--- src/design/tx_pkg.sv ---
// Function
// - Three independent transmit channels, each queuing up to eight 32-bit messages.
// - Each channel drives separate return-to-zero one and zero lines.
// - Channel three test bit 14 feeds internal loop lines, pins held low.
// - Bit rate is line clock divided by divider; it steps the shifter.
// - Parity bit 10 forces bit 31 odd or even per bit 11.
// - Idle gap between messages equals control bits 9 to 5 in bit times.
// - Count rises on lower half write, falls on load to shifter.
// - Bit 4 at zero clears queue until written one; shifting message completes.
// - Bit 15 enables; clearing it stops and discards the shifting message.
// - Empty queue sets status flag and, if unmasked, raises transmit interrupt.
// - Control bits 3 to 0 read back the queued message count.
// - Writes while eight messages are queued are dropped.
// - Status bits 15,13,11 empty and 14,12,10 end of transmission, channels 3,2,1.
// - Asynchronous active-low reset clears all registers to zero.
// - End of transmission outranks empty; channel 1 outranks 2, 2 outranks 3.
package tx_pkg;

    localparam int NUM_CH     = 3;
    localparam int FIFO_DEPTH = 8;
    localparam int MSG_W      = 32;
    localparam int HALF_W     = 16;
    localparam int CNT_W      = 4;
    localparam int ADDR_W     = 8;
    localparam int TEST_CH    = 2;

    // ------------------------------------------------------------
    // Register map
    // ------------------------------------------------------------
    localparam logic [ADDR_W-1:0] CH_STRIDE  = 8'h10;
    localparam logic [ADDR_W-1:0] OFF_DIV    = 8'h00;
    localparam logic [ADDR_W-1:0] OFF_CTL    = 8'h04;
    localparam logic [ADDR_W-1:0] OFF_UPPER  = 8'h08;
    localparam logic [ADDR_W-1:0] OFF_LOWER  = 8'h0c;
    localparam logic [ADDR_W-1:0] OFF_STATUS = 8'h30;
    localparam logic [ADDR_W-1:0] OFF_MASK   = 8'h34;
    localparam logic [ADDR_W-1:0] OFF_CAUSE  = 8'h38;

    // ------------------------------------------------------------
    // Control fields
    // ------------------------------------------------------------
    localparam int CTL_EN     = 15;
    localparam int CTL_TEST   = 14;
    localparam int CTL_PODD   = 11;
    localparam int CTL_PEN    = 10;
    localparam int CTL_GAP_HI = 9;
    localparam int CTL_GAP_LO = 5;
    localparam int CTL_FCLR   = 4;
    localparam logic [HALF_W-1:0] CTL_WMASK = 16'hcff0;

    // ------------------------------------------------------------
    // Status and cause
    // ------------------------------------------------------------
    localparam int STAT_EOT_BASE   = 10;
    localparam int STAT_EMPTY_BASE = 11;
    localparam logic [CNT_W-1:0] CAUSE_EOT_BASE   = 4'ha;
    localparam logic [CNT_W-1:0] CAUSE_EMPTY_BASE = 4'hb;
    localparam logic [CNT_W-1:0] COUNT_FULL       = 4'h8;

    localparam int HTRANS_ACTIVE = 1;
    localparam logic [4:0] LAST_BIT = 5'h1f;

    typedef enum logic [1:0] {
        ST_IDLE = 2'b00,
        ST_SEND = 2'b01,
        ST_GAP  = 2'b10
    } ch_state_e;

endpackage : tx_pkg

--- src/design/tx_msg_if.sv ---
`timescale 1ns/1ps
interface tx_msg_if #(
    parameter int WIDTH = 32,
    parameter int DEPTH = 8
);
    localparam int PW = $clog2(DEPTH);
    logic             wr_en;
    logic [PW-1:0]    wr_addr;
    logic [WIDTH-1:0] wr_data;
    logic [PW-1:0]    rd_addr;
    logic [WIDTH-1:0] rd_data;

    modport mem  (input wr_en, input wr_addr, input wr_data, input rd_addr, output rd_data);
    modport user (output wr_en, output wr_addr, output wr_data, output rd_addr, input rd_data);
endinterface : tx_msg_if

--- src/design/tx_channel_unit.sv ---
// The AHB-Lite slave port and the address map were decided locally.
`timescale 1ns/1ps
module tx_channel_unit #(
    parameter int NCH   = tx_pkg::NUM_CH,
    parameter int DEPTH = tx_pkg::FIFO_DEPTH
) (
    input  wire logic                            hclk,
    input  wire logic                            hresetn,
    input  wire logic                            hsel,
    input  wire logic [31:0]                     haddr,
    input  wire logic [1:0]                      htrans,
    input  wire logic                            hwrite,
    input  wire logic [2:0]                      hsize,
    input  wire logic [31:0]                     hwdata,
    input  wire logic                            hready,
    output logic                                 hreadyout,
    output logic                                 hresp,
    output logic [31:0]                          hrdata,
    input  wire logic                            line_rate_clock,
    output logic [NCH-1:0]                       tx_one_line,
    output logic [NCH-1:0]                       tx_zero_line,
    output logic                                 ch3_loop_one_line,
    output logic                                 ch3_loop_zero_line,
    output logic                                 transmit_irq_request
);
    localparam int PW = $clog2(DEPTH);
    localparam int HW = tx_pkg::HALF_W;

    typedef struct packed {
        logic                                bus_wr;
        logic [tx_pkg::ADDR_W-1:0]           addr;
        logic [31:0]                         rdata;
        logic [2:0]                          sync;
        logic                                line_lvl;
        logic [HW-1:0]                       mask;
        logic                                irq;
        logic [NCH-1:0][HW-1:0]              div;
        logic [NCH-1:0][HW-1:0]              ctl;
        logic [NCH-1:0][HW-1:0]              upper;
        logic [NCH-1:0][PW-1:0]              wptr;
        logic [NCH-1:0][PW-1:0]              rptr;
        logic [NCH-1:0][tx_pkg::CNT_W-1:0]   cnt;
        logic [NCH-1:0]                      ready;
        logic [NCH-1:0]                      busy;
        logic [NCH-1:0][tx_pkg::MSG_W-1:0]   shift;
        logic [NCH-1:0][4:0]                 bitn;
        logic [NCH-1:0][4:0]                 gapn;
        logic [NCH-1:0][HW-1:0]              divn;
        tx_pkg::ch_state_e [NCH-1:0]         st;
        logic [NCH-1:0]                      one;
        logic [NCH-1:0]                      zero;
        logic                                loop_one;
        logic                                loop_zero;
    } state_s;

    state_s s;
    state_s n;

    logic [NCH-1:0]                    push;
    logic [NCH-1:0]                    pop;
    logic [NCH-1:0][tx_pkg::MSG_W-1:0] mem_rd;

    // ------------------------------------------------------------
    // Message stores, one per channel
    // ------------------------------------------------------------
    for (genvar g = 0; g < NCH; g++)
    begin : g_ch
        tx_msg_if #(.WIDTH(tx_pkg::MSG_W), .DEPTH(DEPTH)) mif ();

        assign mif.wr_en   = push[g];
        assign mif.wr_addr = s.wptr[g];
        assign mif.wr_data = {s.upper[g], hwdata[HW-1:0]};
        assign mif.rd_addr = s.rptr[g];
        assign mem_rd[g]   = mif.rd_data;

        tx_msg_mem #(.WIDTH(tx_pkg::MSG_W), .DEPTH(DEPTH)) u_mem (
            .hclk    (hclk),
            .hresetn (hresetn),
            .port    (mif.mem)
        );
    end

    // ------------------------------------------------------------
    // Bus, channel engines and status
    // ------------------------------------------------------------
    always_comb
    begin
        logic [tx_pkg::ADDR_W-1:0] a;
        logic [tx_pkg::ADDR_W-1:0] base;
        logic [31:0]               rv;
        logic [HW-1:0]             stat;
        logic [tx_pkg::CNT_W-1:0]  cause;
        logic                      cause_v;
        logic                      tick;
        logic                      en;
        logic                      wrap;
        logic [4:0]                gap;
        logic [tx_pkg::MSG_W-1:0]  msg;
        logic                      par;
        logic                      bit_on;
        a       = haddr[tx_pkg::ADDR_W-1:0];
        base    = '0;
        rv      = '0;
        stat    = '0;
        cause   = '0;
        cause_v = 1'b0;
        tick    = 1'b0;
        en      = 1'b0;
        wrap    = 1'b0;
        gap     = '0;
        msg     = '0;
        par     = 1'b0;
        bit_on  = 1'b0;
        n       = s;
        push    = '0;
        pop     = '0;

        // Status and cause priority from current state
        for (int c = 0; c < NCH; c++)
        begin
            stat[tx_pkg::STAT_EMPTY_BASE + 2 * c] = (s.cnt[c] == '0);
            stat[tx_pkg::STAT_EOT_BASE + 2 * c]   = s.busy[c];
        end
        for (int c = NCH - 1; c >= 0; c--)
        begin
            if (stat[tx_pkg::STAT_EMPTY_BASE + 2 * c] && s.mask[tx_pkg::STAT_EMPTY_BASE + 2 * c])
            begin
                cause   = tx_pkg::CAUSE_EMPTY_BASE + tx_pkg::CNT_W'(2 * c);
                cause_v = 1'b1;
            end
        end
        for (int c = NCH - 1; c >= 0; c--)
        begin
            if (stat[tx_pkg::STAT_EOT_BASE + 2 * c] && s.mask[tx_pkg::STAT_EOT_BASE + 2 * c])
            begin
                cause   = tx_pkg::CAUSE_EOT_BASE + tx_pkg::CNT_W'(2 * c);
                cause_v = 1'b1;
            end
        end
        n.irq = |(stat & s.mask);

        // Address phase: capture write, prepare read data
        n.bus_wr = 1'b0;
        if (hsel && hready && htrans[tx_pkg::HTRANS_ACTIVE])
        begin
            n.bus_wr = hwrite;
            n.addr   = a;
            if (a == tx_pkg::OFF_STATUS)
            begin
                rv = 32'(stat);
            end
            else if (a == tx_pkg::OFF_MASK)
            begin
                rv = 32'(s.mask);
            end
            else if (a == tx_pkg::OFF_CAUSE)
            begin
                rv = 32'({cause_v, cause});
            end
            for (int c = 0; c < NCH; c++)
            begin
                base = tx_pkg::ADDR_W'(c * tx_pkg::CH_STRIDE);
                if (a == base + tx_pkg::OFF_CTL)
                begin
                    rv = 32'(s.ctl[c] | HW'(s.cnt[c]));
                end
            end
            n.rdata = rv;
        end

        if (s.bus_wr && s.addr == tx_pkg::OFF_MASK)
        begin
            n.mask = hwdata[HW-1:0];
        end

        // Line clock: three stages, a change counts once stages two and three agree
        n.sync = {s.sync[1:0], line_rate_clock};
        if (s.sync[1] == s.sync[2])
        begin
            n.line_lvl = s.sync[2];
        end
        tick = n.line_lvl && !s.line_lvl;

        for (int c = 0; c < NCH; c++)
        begin
            base = tx_pkg::ADDR_W'(c * tx_pkg::CH_STRIDE);
            if (s.bus_wr && s.addr == base + tx_pkg::OFF_DIV)
            begin
                n.div[c] = hwdata[HW-1:0];
            end
            if (s.bus_wr && s.addr == base + tx_pkg::OFF_CTL)
            begin
                n.ctl[c] = hwdata[HW-1:0] & tx_pkg::CTL_WMASK;
                if (c != tx_pkg::TEST_CH)
                begin
                    n.ctl[c][tx_pkg::CTL_TEST] = 1'b0;
                end
            end
            if (s.bus_wr && s.addr == base + tx_pkg::OFF_UPPER)
            begin
                n.upper[c] = hwdata[HW-1:0];
            end
            push[c] = s.bus_wr && s.addr == base + tx_pkg::OFF_LOWER
                      && s.ctl[c][tx_pkg::CTL_FCLR]
                      && s.cnt[c] != tx_pkg::COUNT_FULL;

            // Serial engine
            en   = s.ctl[c][tx_pkg::CTL_EN];
            gap  = s.ctl[c][tx_pkg::CTL_GAP_HI:tx_pkg::CTL_GAP_LO];
            wrap = tick && (s.divn[c] == s.div[c] - HW'(1));
            msg  = mem_rd[c];
            par  = ^msg[tx_pkg::MSG_W-2:0];
            if (s.ctl[c][tx_pkg::CTL_PEN])
            begin
                msg[tx_pkg::MSG_W-1] = s.ctl[c][tx_pkg::CTL_PODD] ? ~par : par;
            end
            if (tick && s.st[c] != tx_pkg::ST_IDLE && !wrap)
            begin
                n.divn[c] = s.divn[c] + HW'(1);
            end
            case (s.st[c])
                tx_pkg::ST_IDLE:
                begin
                    if (en && tick && s.ready[c]
                        && s.ctl[c][tx_pkg::CTL_FCLR])
                    begin
                        n.shift[c] = msg;
                        n.st[c]    = tx_pkg::ST_SEND;
                        n.divn[c]  = '0;
                        n.bitn[c]  = '0;
                        n.gapn[c]  = '0;
                        n.busy[c]  = 1'b1;
                        pop[c]     = 1'b1;
                    end
                end
                tx_pkg::ST_SEND:
                begin
                    if (wrap)
                    begin
                        n.divn[c] = '0;
                        if (s.bitn[c] == tx_pkg::LAST_BIT)
                        begin
                            n.gapn[c] = '0;
                            n.st[c]   = (gap == '0) ? tx_pkg::ST_IDLE : tx_pkg::ST_GAP;
                        end
                        else
                        begin
                            n.bitn[c]  = s.bitn[c] + 5'(1);
                            n.shift[c] = s.shift[c] >> 1;
                        end
                    end
                end
                tx_pkg::ST_GAP:
                begin
                    if (wrap)
                    begin
                        n.divn[c] = '0;
                        if (s.gapn[c] + 5'(1) == gap)
                        begin
                            n.st[c] = tx_pkg::ST_IDLE;
                        end
                        else
                        begin
                            n.gapn[c] = s.gapn[c] + 5'(1);
                        end
                    end
                end
                default:
                begin
                    n.st[c] = tx_pkg::ST_IDLE;
                end
            endcase
            if (!en)
            begin
                n.st[c] = tx_pkg::ST_IDLE;
                pop[c]  = 1'b0;
                n.shift[c] = '0;
                n.bitn[c]  = '0;
                n.gapn[c]  = '0;
                n.divn[c]  = '0;
            end

            // Queue bookkeeping
            n.cnt[c]  = s.cnt[c] + tx_pkg::CNT_W'(push[c]) - tx_pkg::CNT_W'(pop[c]);
            n.wptr[c] = s.wptr[c] + PW'(push[c]);
            n.rptr[c] = s.rptr[c] + PW'(pop[c]);
            n.ready[c] = (n.cnt[c] != '0) && (s.cnt[c] != '0) && !pop[c];
            if (!s.ctl[c][tx_pkg::CTL_FCLR])
            begin
                n.cnt[c]   = '0;
                n.wptr[c]  = '0;
                n.rptr[c]  = '0;
                n.ready[c] = 1'b0;
            end
            if (!en || (n.st[c] == tx_pkg::ST_IDLE && n.cnt[c] == '0))
            begin
                n.busy[c] = 1'b0;
            end

            // Return-to-zero outputs
            bit_on = (n.st[c] == tx_pkg::ST_SEND) && (n.divn[c] < (n.div[c] >> 1));
            n.one[c]  = bit_on && n.shift[c][0];
            n.zero[c] = bit_on && !n.shift[c][0];
            if (c == tx_pkg::TEST_CH)
            begin
                n.loop_one  = n.ctl[c][tx_pkg::CTL_TEST] && n.one[c];
                n.loop_zero = n.ctl[c][tx_pkg::CTL_TEST] && n.zero[c];
                if (n.ctl[c][tx_pkg::CTL_TEST])
                begin
                    n.one[c]  = 1'b0;
                    n.zero[c] = 1'b0;
                end
            end
        end
    end

    always_ff @(posedge hclk or negedge hresetn)
    begin
        if (!hresetn)
        begin
            s <= '0;
        end
        else
        begin
            s <= n;
        end
    end

    // ------------------------------------------------------------
    // Outputs
    // ------------------------------------------------------------
    assign hreadyout            = 1'b1;
    assign hresp                = 1'b0;
    assign hrdata               = s.rdata;
    assign tx_one_line          = s.one;
    assign tx_zero_line         = s.zero;
    assign ch3_loop_one_line    = s.loop_one;
    assign ch3_loop_zero_line   = s.loop_zero;
    assign transmit_irq_request = s.irq;

endmodule : tx_channel_unit

--- src/design/tx_msg_mem.sv ---
`timescale 1ns/1ps
module tx_msg_mem #(
    parameter int WIDTH = 32,
    parameter int DEPTH = 8
) (
    input  wire logic hclk,
    input  wire logic hresetn,
    tx_msg_if.mem     port
);
    typedef struct packed {
        logic [DEPTH-1:0][WIDTH-1:0] cells;
        logic [WIDTH-1:0]            rd;
    } mem_s;

    mem_s s;
    mem_s n;

    // ------------------------------------------------------------
    // Message storage with registered read
    // ------------------------------------------------------------
    always_comb
    begin
        n = s;
        if (port.wr_en)
        begin
            n.cells[port.wr_addr] = port.wr_data;
        end
        n.rd = s.cells[port.rd_addr];
    end

    always_ff @(posedge hclk or negedge hresetn)
    begin
        if (!hresetn)
        begin
            s <= '0;
        end
        else
        begin
            s <= n;
        end
    end

    assign port.rd_data = s.rd;

endmodule : tx_msg_mem

--- config.mk ---
export PLATFORM = sky130hd
export DESIGN_NAME = tx_channel_unit
export DESIGN_NICKNAME = d
export VERILOG_FILES = /design/src/design/tx_pkg.sv /design/src/design/tx_msg_if.sv /design/src/design/tx_channel_unit.sv /design/src/design/tx_msg_mem.sv
export SDC_FILE = /design/constraint.sdc
export NUM_CORES = 2
export LEC_CHECK = 0
export ABC_CLOCK_PERIOD_IN_PS = 10900
export BUFFER_PORTS_ARGS = -buffer_cell sky130_fd_sc_hd__buf_2
export CAP_MARGIN = 5
export CORE_UTILIZATION = 65
export CTS_BUF_LIST = sky130_fd_sc_hd__clkbuf_4
export CTS_CLUSTER_SIZE = 40
export DETAILED_ROUTE_END_ITERATION = 16
export GPL_TIMING_DRIVEN = 1
export PLACE_DENSITY = 0.85
export SLEW_MARGIN = 40
export SYNTH_ARGS = -nofsm -noshare
export SYNTH_HDL_FRONTEND = slang
export SYNTH_SLANG_ARGS = --single-unit
--- constraint.sdc ---
create_clock -name hclk -period 10.9 [get_ports hclk]
set_input_delay 0.545 -clock hclk [delete_from_list [all_inputs] [get_ports hclk]]
set_output_delay 0.545 -clock hclk [all_outputs]
set_load 0.1 [all_outputs]
# Word level (Yosys, flattened, before mapping)
# Index checks and enable logic that the tools add are counted.
dict set report word_totals {
  inputBits 75
  wordCells 485
  reg_bits 1274
  out_inout_bits 43
}
dict set report op_classes {
  bitwise 7
  add_sub_neg 24
  n_mux 164
  order_cmp 12
  reduce_logical 132
  eq_ne 64
}
# operator n
set op_table {}
lappend op_table {{256-bit bitwise mux} 3}
lappend op_table {{32-bit two-way mux} 21}
lappend op_table {{32-bit binary-select mux with 3-bit select} 3}
lappend op_table {{32-bit demux with 3-bit select} 3}
lappend op_table {{16-bit two-way mux} 17}
lappend op_table {{32-bit case mux with 2 select lines} 3}
lappend op_table {{5-bit two-way mux} 28}
lappend op_table {{16-bit case mux with 2 select lines} 3}
lappend op_table {{31-bit parity} 3}
lappend op_table {{8-bit by 6-bit == test with 1-bit output (second input constant)} 9}
lappend op_table {{1-bit logical AND} 69}
lappend op_table {{3-bit != test (second input constant)} 18}
lappend op_table {{16-bit by 1-bit adder with 16-bit output (second input constant)} 3}
lappend op_table {{16-bit == test} 3}
lappend op_table {{16-bit by 15-bit < comparator with 1-bit output} 3}
lappend op_table {{16-bit by 4-bit OR with 16-bit output} 3}
lappend op_table {{16-bit by 1-bit subtractor with 16-bit output (second input constant)} 3}
lappend op_table {{5-bit case mux with 3 select lines} 3}
lappend op_table {{2-bit two-way mux} 21}
lappend op_table {{41-bit two-way mux} 1}
lappend op_table {{8-bit by 5-bit == test with 1-bit output (second input constant)} 5}
lappend op_table {{1-bit two-way mux} 36}
lappend op_table {{4-bit two-way mux} 9}
lappend op_table {{5-bit by 1-bit adder with 5-bit output (second input constant)} 6}
lappend op_table {{34 further kinds} 127}

# Longest topological paths before layout
dict set report logic_depth {
  depth_word 16
  ltp_mapped 23
  mapped_depth_nobuf 21
}

# By module
# A second synthesis with hierarchy kept.
dict set report unflattened {
  hier_cells 4401
  hier_area_um2 60584.4
}
# mod n_inst cells_per_inst seq_area_each_um2 area_each_um2
set by_module_without_submodules {}
lappend by_module_without_submodules {tx_msg_mem 3 729 7206.9 12680.9}
lappend by_module_without_submodules {tx_channel_unit 1 2214 9859.5 22541.6}

# Worst setup path before layout
# No wires, ideal clock.
dict set report synth_path {
  kind {register to register}
  start {reg s[354] in the netlist's numbering}
  end {reg s (netlist bit ch3_loop_zero_line)}
  arrival_time_ns 4.769
  slack_ns 6.063
  setup_time_ns 0.068
  t_required_ns 10.832
  path_stages_with_launch 21
  path_buffers 3
  period_less_slack_ns 4.837
  cell_sequence {dfrtp_1 buf_6 or4_4 nor4_4 nand2_1 xnor2_1 and4_1 buf_4 nor3_1 clkbuf_1 nand4_1 xor2_1 nor2_1 ha_1 a21oi_1 o21ai_0 a2111oi_0 a211o_1 nand3b_1 or4_4 and4bb_1}
}
# element line
set synth_lines {}
lappend synth_lines {{start: declaration} tx_channel_unit.sv:56} ;# state_s s;
lappend synth_lines {{start signal: assignment} tx_channel_unit.sv:325} ;# s <= n;

==> results.txt <==
----------------------------------------------------
[STA]
  Hold Vio Cnt, Final ... 0
  Worst hold slack across all endpoints ... roughly 55 ps
  Transition time at the pin with the least slew margin ... around 950 ps
  Tmin final ... ~5700 ps
  Worst Clk Skew ... between 150 and 200 ps
  Count of endpoints failing setup in the final report ... 0
  Max-slew violation count ... 0
  Unrepaired setup endpoints after global routing ... no
  Maximum achievable frequency ... 0.174 GHz
  Setup tns final ... 0 ps
  Slew HR ... 0.360
  Part of the cycle the worst path needs ... 0.527

[Worst setup path]
  Bufs and invs on worst path ... 1
  RR Startpoint ... s[336]
  Biggest cell delay along the critical path ... just under 600 ps
  Type of origin of the critical path ... flip-flop
  Kind of capture point of the worst setup path ... flip-flop
  Required time at the worst-slack endpoint ... 11,930 ps
  Chain of cells forming the critical path ... inv_1 > ha_1 > or4b_1 > or4_4 > nor3b_1 > o31ai_1 > a22o_1 > o21ai_2 > or4_1 > xor2_1 > nor2_1 > ha_1 > a21oi_1 > o21ai_0 > a211o_1 > o31ai_1 > nand3_1 > a21oi_1 > o311ai_1 > nor3b_1
  Standard cell with the maximum stage delay on the critical path ... sky130_fd_sc_hd__or4_1
  Number of cell instances on the worst register-to-register path ... 20
  Register-to-register path setup slack ... roughly 5200 ps
  Cell family with the largest share of critical-path delay ... simple AND/OR/NAND/NOR gates
  Crit path kind ... reg -> reg
  Stages on worst setup path ... 20
  End of the worst register-to-register path ... tx_one_line[1]
  Maximum fanout encountered on the critical timing path ... 11
  Arrival time at the worst endpoint ... between 6000 and 7000 ps

[Drt]
  Routed Antenna Nets ... 0
  Post-DR wirelength/cell ... 23.1 µm
  Detailed-route vias per instance ... ~6.3
  Overall via count from detail_route ... ~38,000
  DRC errors left ... 0
  DRC marker count from the first detailed-route iteration ... approximately 3,100
  First-pass DRT Iterations ... 6
  Post-Route WL ... 137 mm

[Synth]
  Proportion of synthesized chip area in sequential cells ... 0.534
  Most frequently used flop master after synthesis ... sky130_fd_sc_hd__dfrtp_1
  Post-synthesis cell type count ... 88
  Synth area leaders ... sky130_fd_sc_hd__dfrtp_1 (53%), sky130_fd_sc_hd__mux2_2 (19%), sky130_fd_sc_hd__mux4_2 (7.6%)
  EDFF count, synth ... 0
  Cell taking the most area after synthesis ... sky130_fd_sc_hd__dfrtp_1
  Count of state elements after synthesis ... around 1,300
  Most numerous cell types in the synthesized netlist ... sky130_fd_sc_hd__dfrtp_1 (1,258), sky130_fd_sc_hd__mux2_2 (969), sky130_fd_sc_hd__clkbuf_1 (207)
  Mapped cell area ... 58,900 µm²
  Per-instance average area after synthesis ... roughly 14 µm²
  Synthesized netlist cell count ... 4,364
  Synth warn ... 0
  Share of the synthesized area in the top cell type ... 0.534
  Library cell with the highest instance count after synthesis ... sky130_fd_sc_hd__dfrtp_1
  Async SR Flop Fraction ... 1.00

[Floorplan]
  Total die area ... about 92,000 µm²
  Die outline width ... 303 µm
  Count of boundary I/O pins ... 118
  Count of standard-cell rows ... 110
  Die boundary height ... 303 µm
  Placeable core area ... ~90,000 µm²
  Initial core utilization ... 0.656

[Run status]
  Result of the run ... finished, final reports clean

[Min path]
  Number of stages on the worst hold path ... 3
  Hold path startpoint ... hready
  Min-Delay Path Class ... in -> reg
  Worst Hold Endpoint ... s[429]

[Finish]
  Number of nets in the layout ... ~4,700
  Fill cell count ... between 5,000 and 6,000
  Fraction of final layout cells with drive strength greater than 1 ... 0.393
  Post-Route Utilization ... 0.718
  Area taken by flip-flops and latches ... 31,500 µm²
  Area growth from synthesis to layout ... 9.51%
  Multi-input combinational cell area ... between 20,000 and 30,000 µm²

[Clock network]
  Max Root-Sink Buffers ... 4
  Clock tree sinks ... between 1,000 and 1,500
  Resize count post-CTS ... 0
  Root buffer selected by CTS ... sky130_fd_sc_hd__clkbuf_4
  CTS buffer count ... ~340
  Worst-Skew Late Latency ... approximately 1200 ps
  Clock input transition at the sequential cells of the worst setup and hold paths ... roughly 70 ps
  Max H-tree Level ... 5
  Clock tree from TritonCTS ... yes

[GRT]
  Overall fraction of global-route tracks in use ... 0.310
  Maximum number of pins on one net before global-route repair ... 158
  Number of antenna violations at the first check in global routing ... 10
  Global-route wire length before repair ... between 200 and 250 mm
  Total global routing overflow ... 0
  Vias in the first global route ... 39,300

[Placed design]
  Half-perimeter wire length after detailed placement ... approximately 80 mm
  Placer's final routability congestion estimate ... 0.864
  Port Buffers ... between 50 and 60

[Power and ir drop]
  Peak supply drop ... around 0.10 mV
  Leakage dissipation ... 30.6 nW
  Final Power ... ~0.0091 W
  Power density of the placed cells ... ~140 nW/µm²

[Job]
  Number of violations of the max-capacitance limit ... 0

----------------------------------------------------
[power by group]
group | internal [W] | switching, W
registers | 0.00473 | 0.0000758
logic | 0.000138 | 0.000303
clock network | 0.00203 | 0.00185
total | 0.00690 | 0.00223
[placed cells by master, fill, tap and decap left out, drive strengths merged, types with 17 or more instances in the layout]
master	Yosys	layout
a21oi	49	49
a221oi	31	31
a22oi	64	64
and2	36	36
and3	18	18
buf	104	137
clkbuf	207	457
clkinv	1	46
conb	2	18
dfrtp	1258	1258
dlygate4sd3	0	22
ha	99	99
inv	103	106
mux2	976	976
mux2i	50	50
mux4	200	200
nand2	197	197
nand2b	17	17
nand3	59	59
nand4	31	31
nor2	147	147
nor2b	23	23
nor3	82	82
nor4	23	23
o21ai	141	141
or3	26	26
xnor2	150	150
xor2	67	67
[flip-flops by register name (all words and copies together), names as in the netlist]
signal / cells
g_ch.u_mem.s: 768
ch3_loop_one_line: 1
transmit_irq_request: 1
n: 2
g_ch.mif.rd_addr: 9
g_ch.mif.wr_data: 48
tx_zero_line: 3
tx_one_line: 3
g_ch.mif.wr_addr: 9
ch3_loop_zero_line: 1
s: 301
hrdata: 16
g_ch.u_mem.port.rd_data: 96
[tightest hold or removal path, stage by stage]
cell and delay, ps:
sky130_fd_sc_hd__buf_2 120, sky130_fd_sc_hd__nand3_4 330, sky130_fd_sc_hd__nor2_1 120
[through the flow]
step           std cells  area, µm²  setup slack [ps]
5_1_grt             5925      64500              4820
2_1_floorplan       4380      59000              6060
3_5_place_dp        5379      60400              5200
3_3_place_gp        5375      60200              5340
6_report            5927      64500              5160
4_1_cts             5913      64400              5210
[what timing repair did]
action | CTS | global route
buffers inserted | 0 | 0
hold buffers | 22 | 0
hold endpoints to repair | 221 | 0
[metal layers]
layer | routed length, µm | track usage
met4 | 4480 | 0.138
met2 | 66700 | 0.495
met3 | 9160 | 0.0582
met1 | 56400 | 0.416
met5 | 27 | 0
[how the worst max path moves through the flow]
stage               startpoint                 end
global route            s[336]      tx_one_line[1]
CTS                     s[336]      tx_one_line[1]
global placement        s[336]      tx_one_line[1]
finish                  s[336]      tx_one_line[1]
floorplan               s[354]  ch3_loop_zero_line
detailed placement      s[336]      tx_one_line[1]
[cell type report]
class | count | share of cell area
diodes | 11 | 0.000427
clock buffers | 457 | 0.0532
clock inverters | 55 | 0.00558
inverters | 104 | 0.00605
multi-input cells | 2707 | 0.403
flip-flops and latches | 1258 | 0.488
well taps | 1176 | 0.0228
repair buffers | 159 | 0.0207
[cell families after synthesis]
logic type | count (synthesis) | share of synthesized area
multiplexers | 1226 | 0.271
adder cells (fa/ha/maj) | 103 | 0.0222
AND/OR/NAND/NOR | 732 | 0.0638
flip-flops | 1258 | 0.534
other | 2 | 0.000127
XOR/XNOR | 218 | 0.0326
AO/OA/AOI/OAI | 410 | 0.0461
buffers and inverters | 415 | 0.0294
No activity file was read; power rests on OpenSTA's default activity.
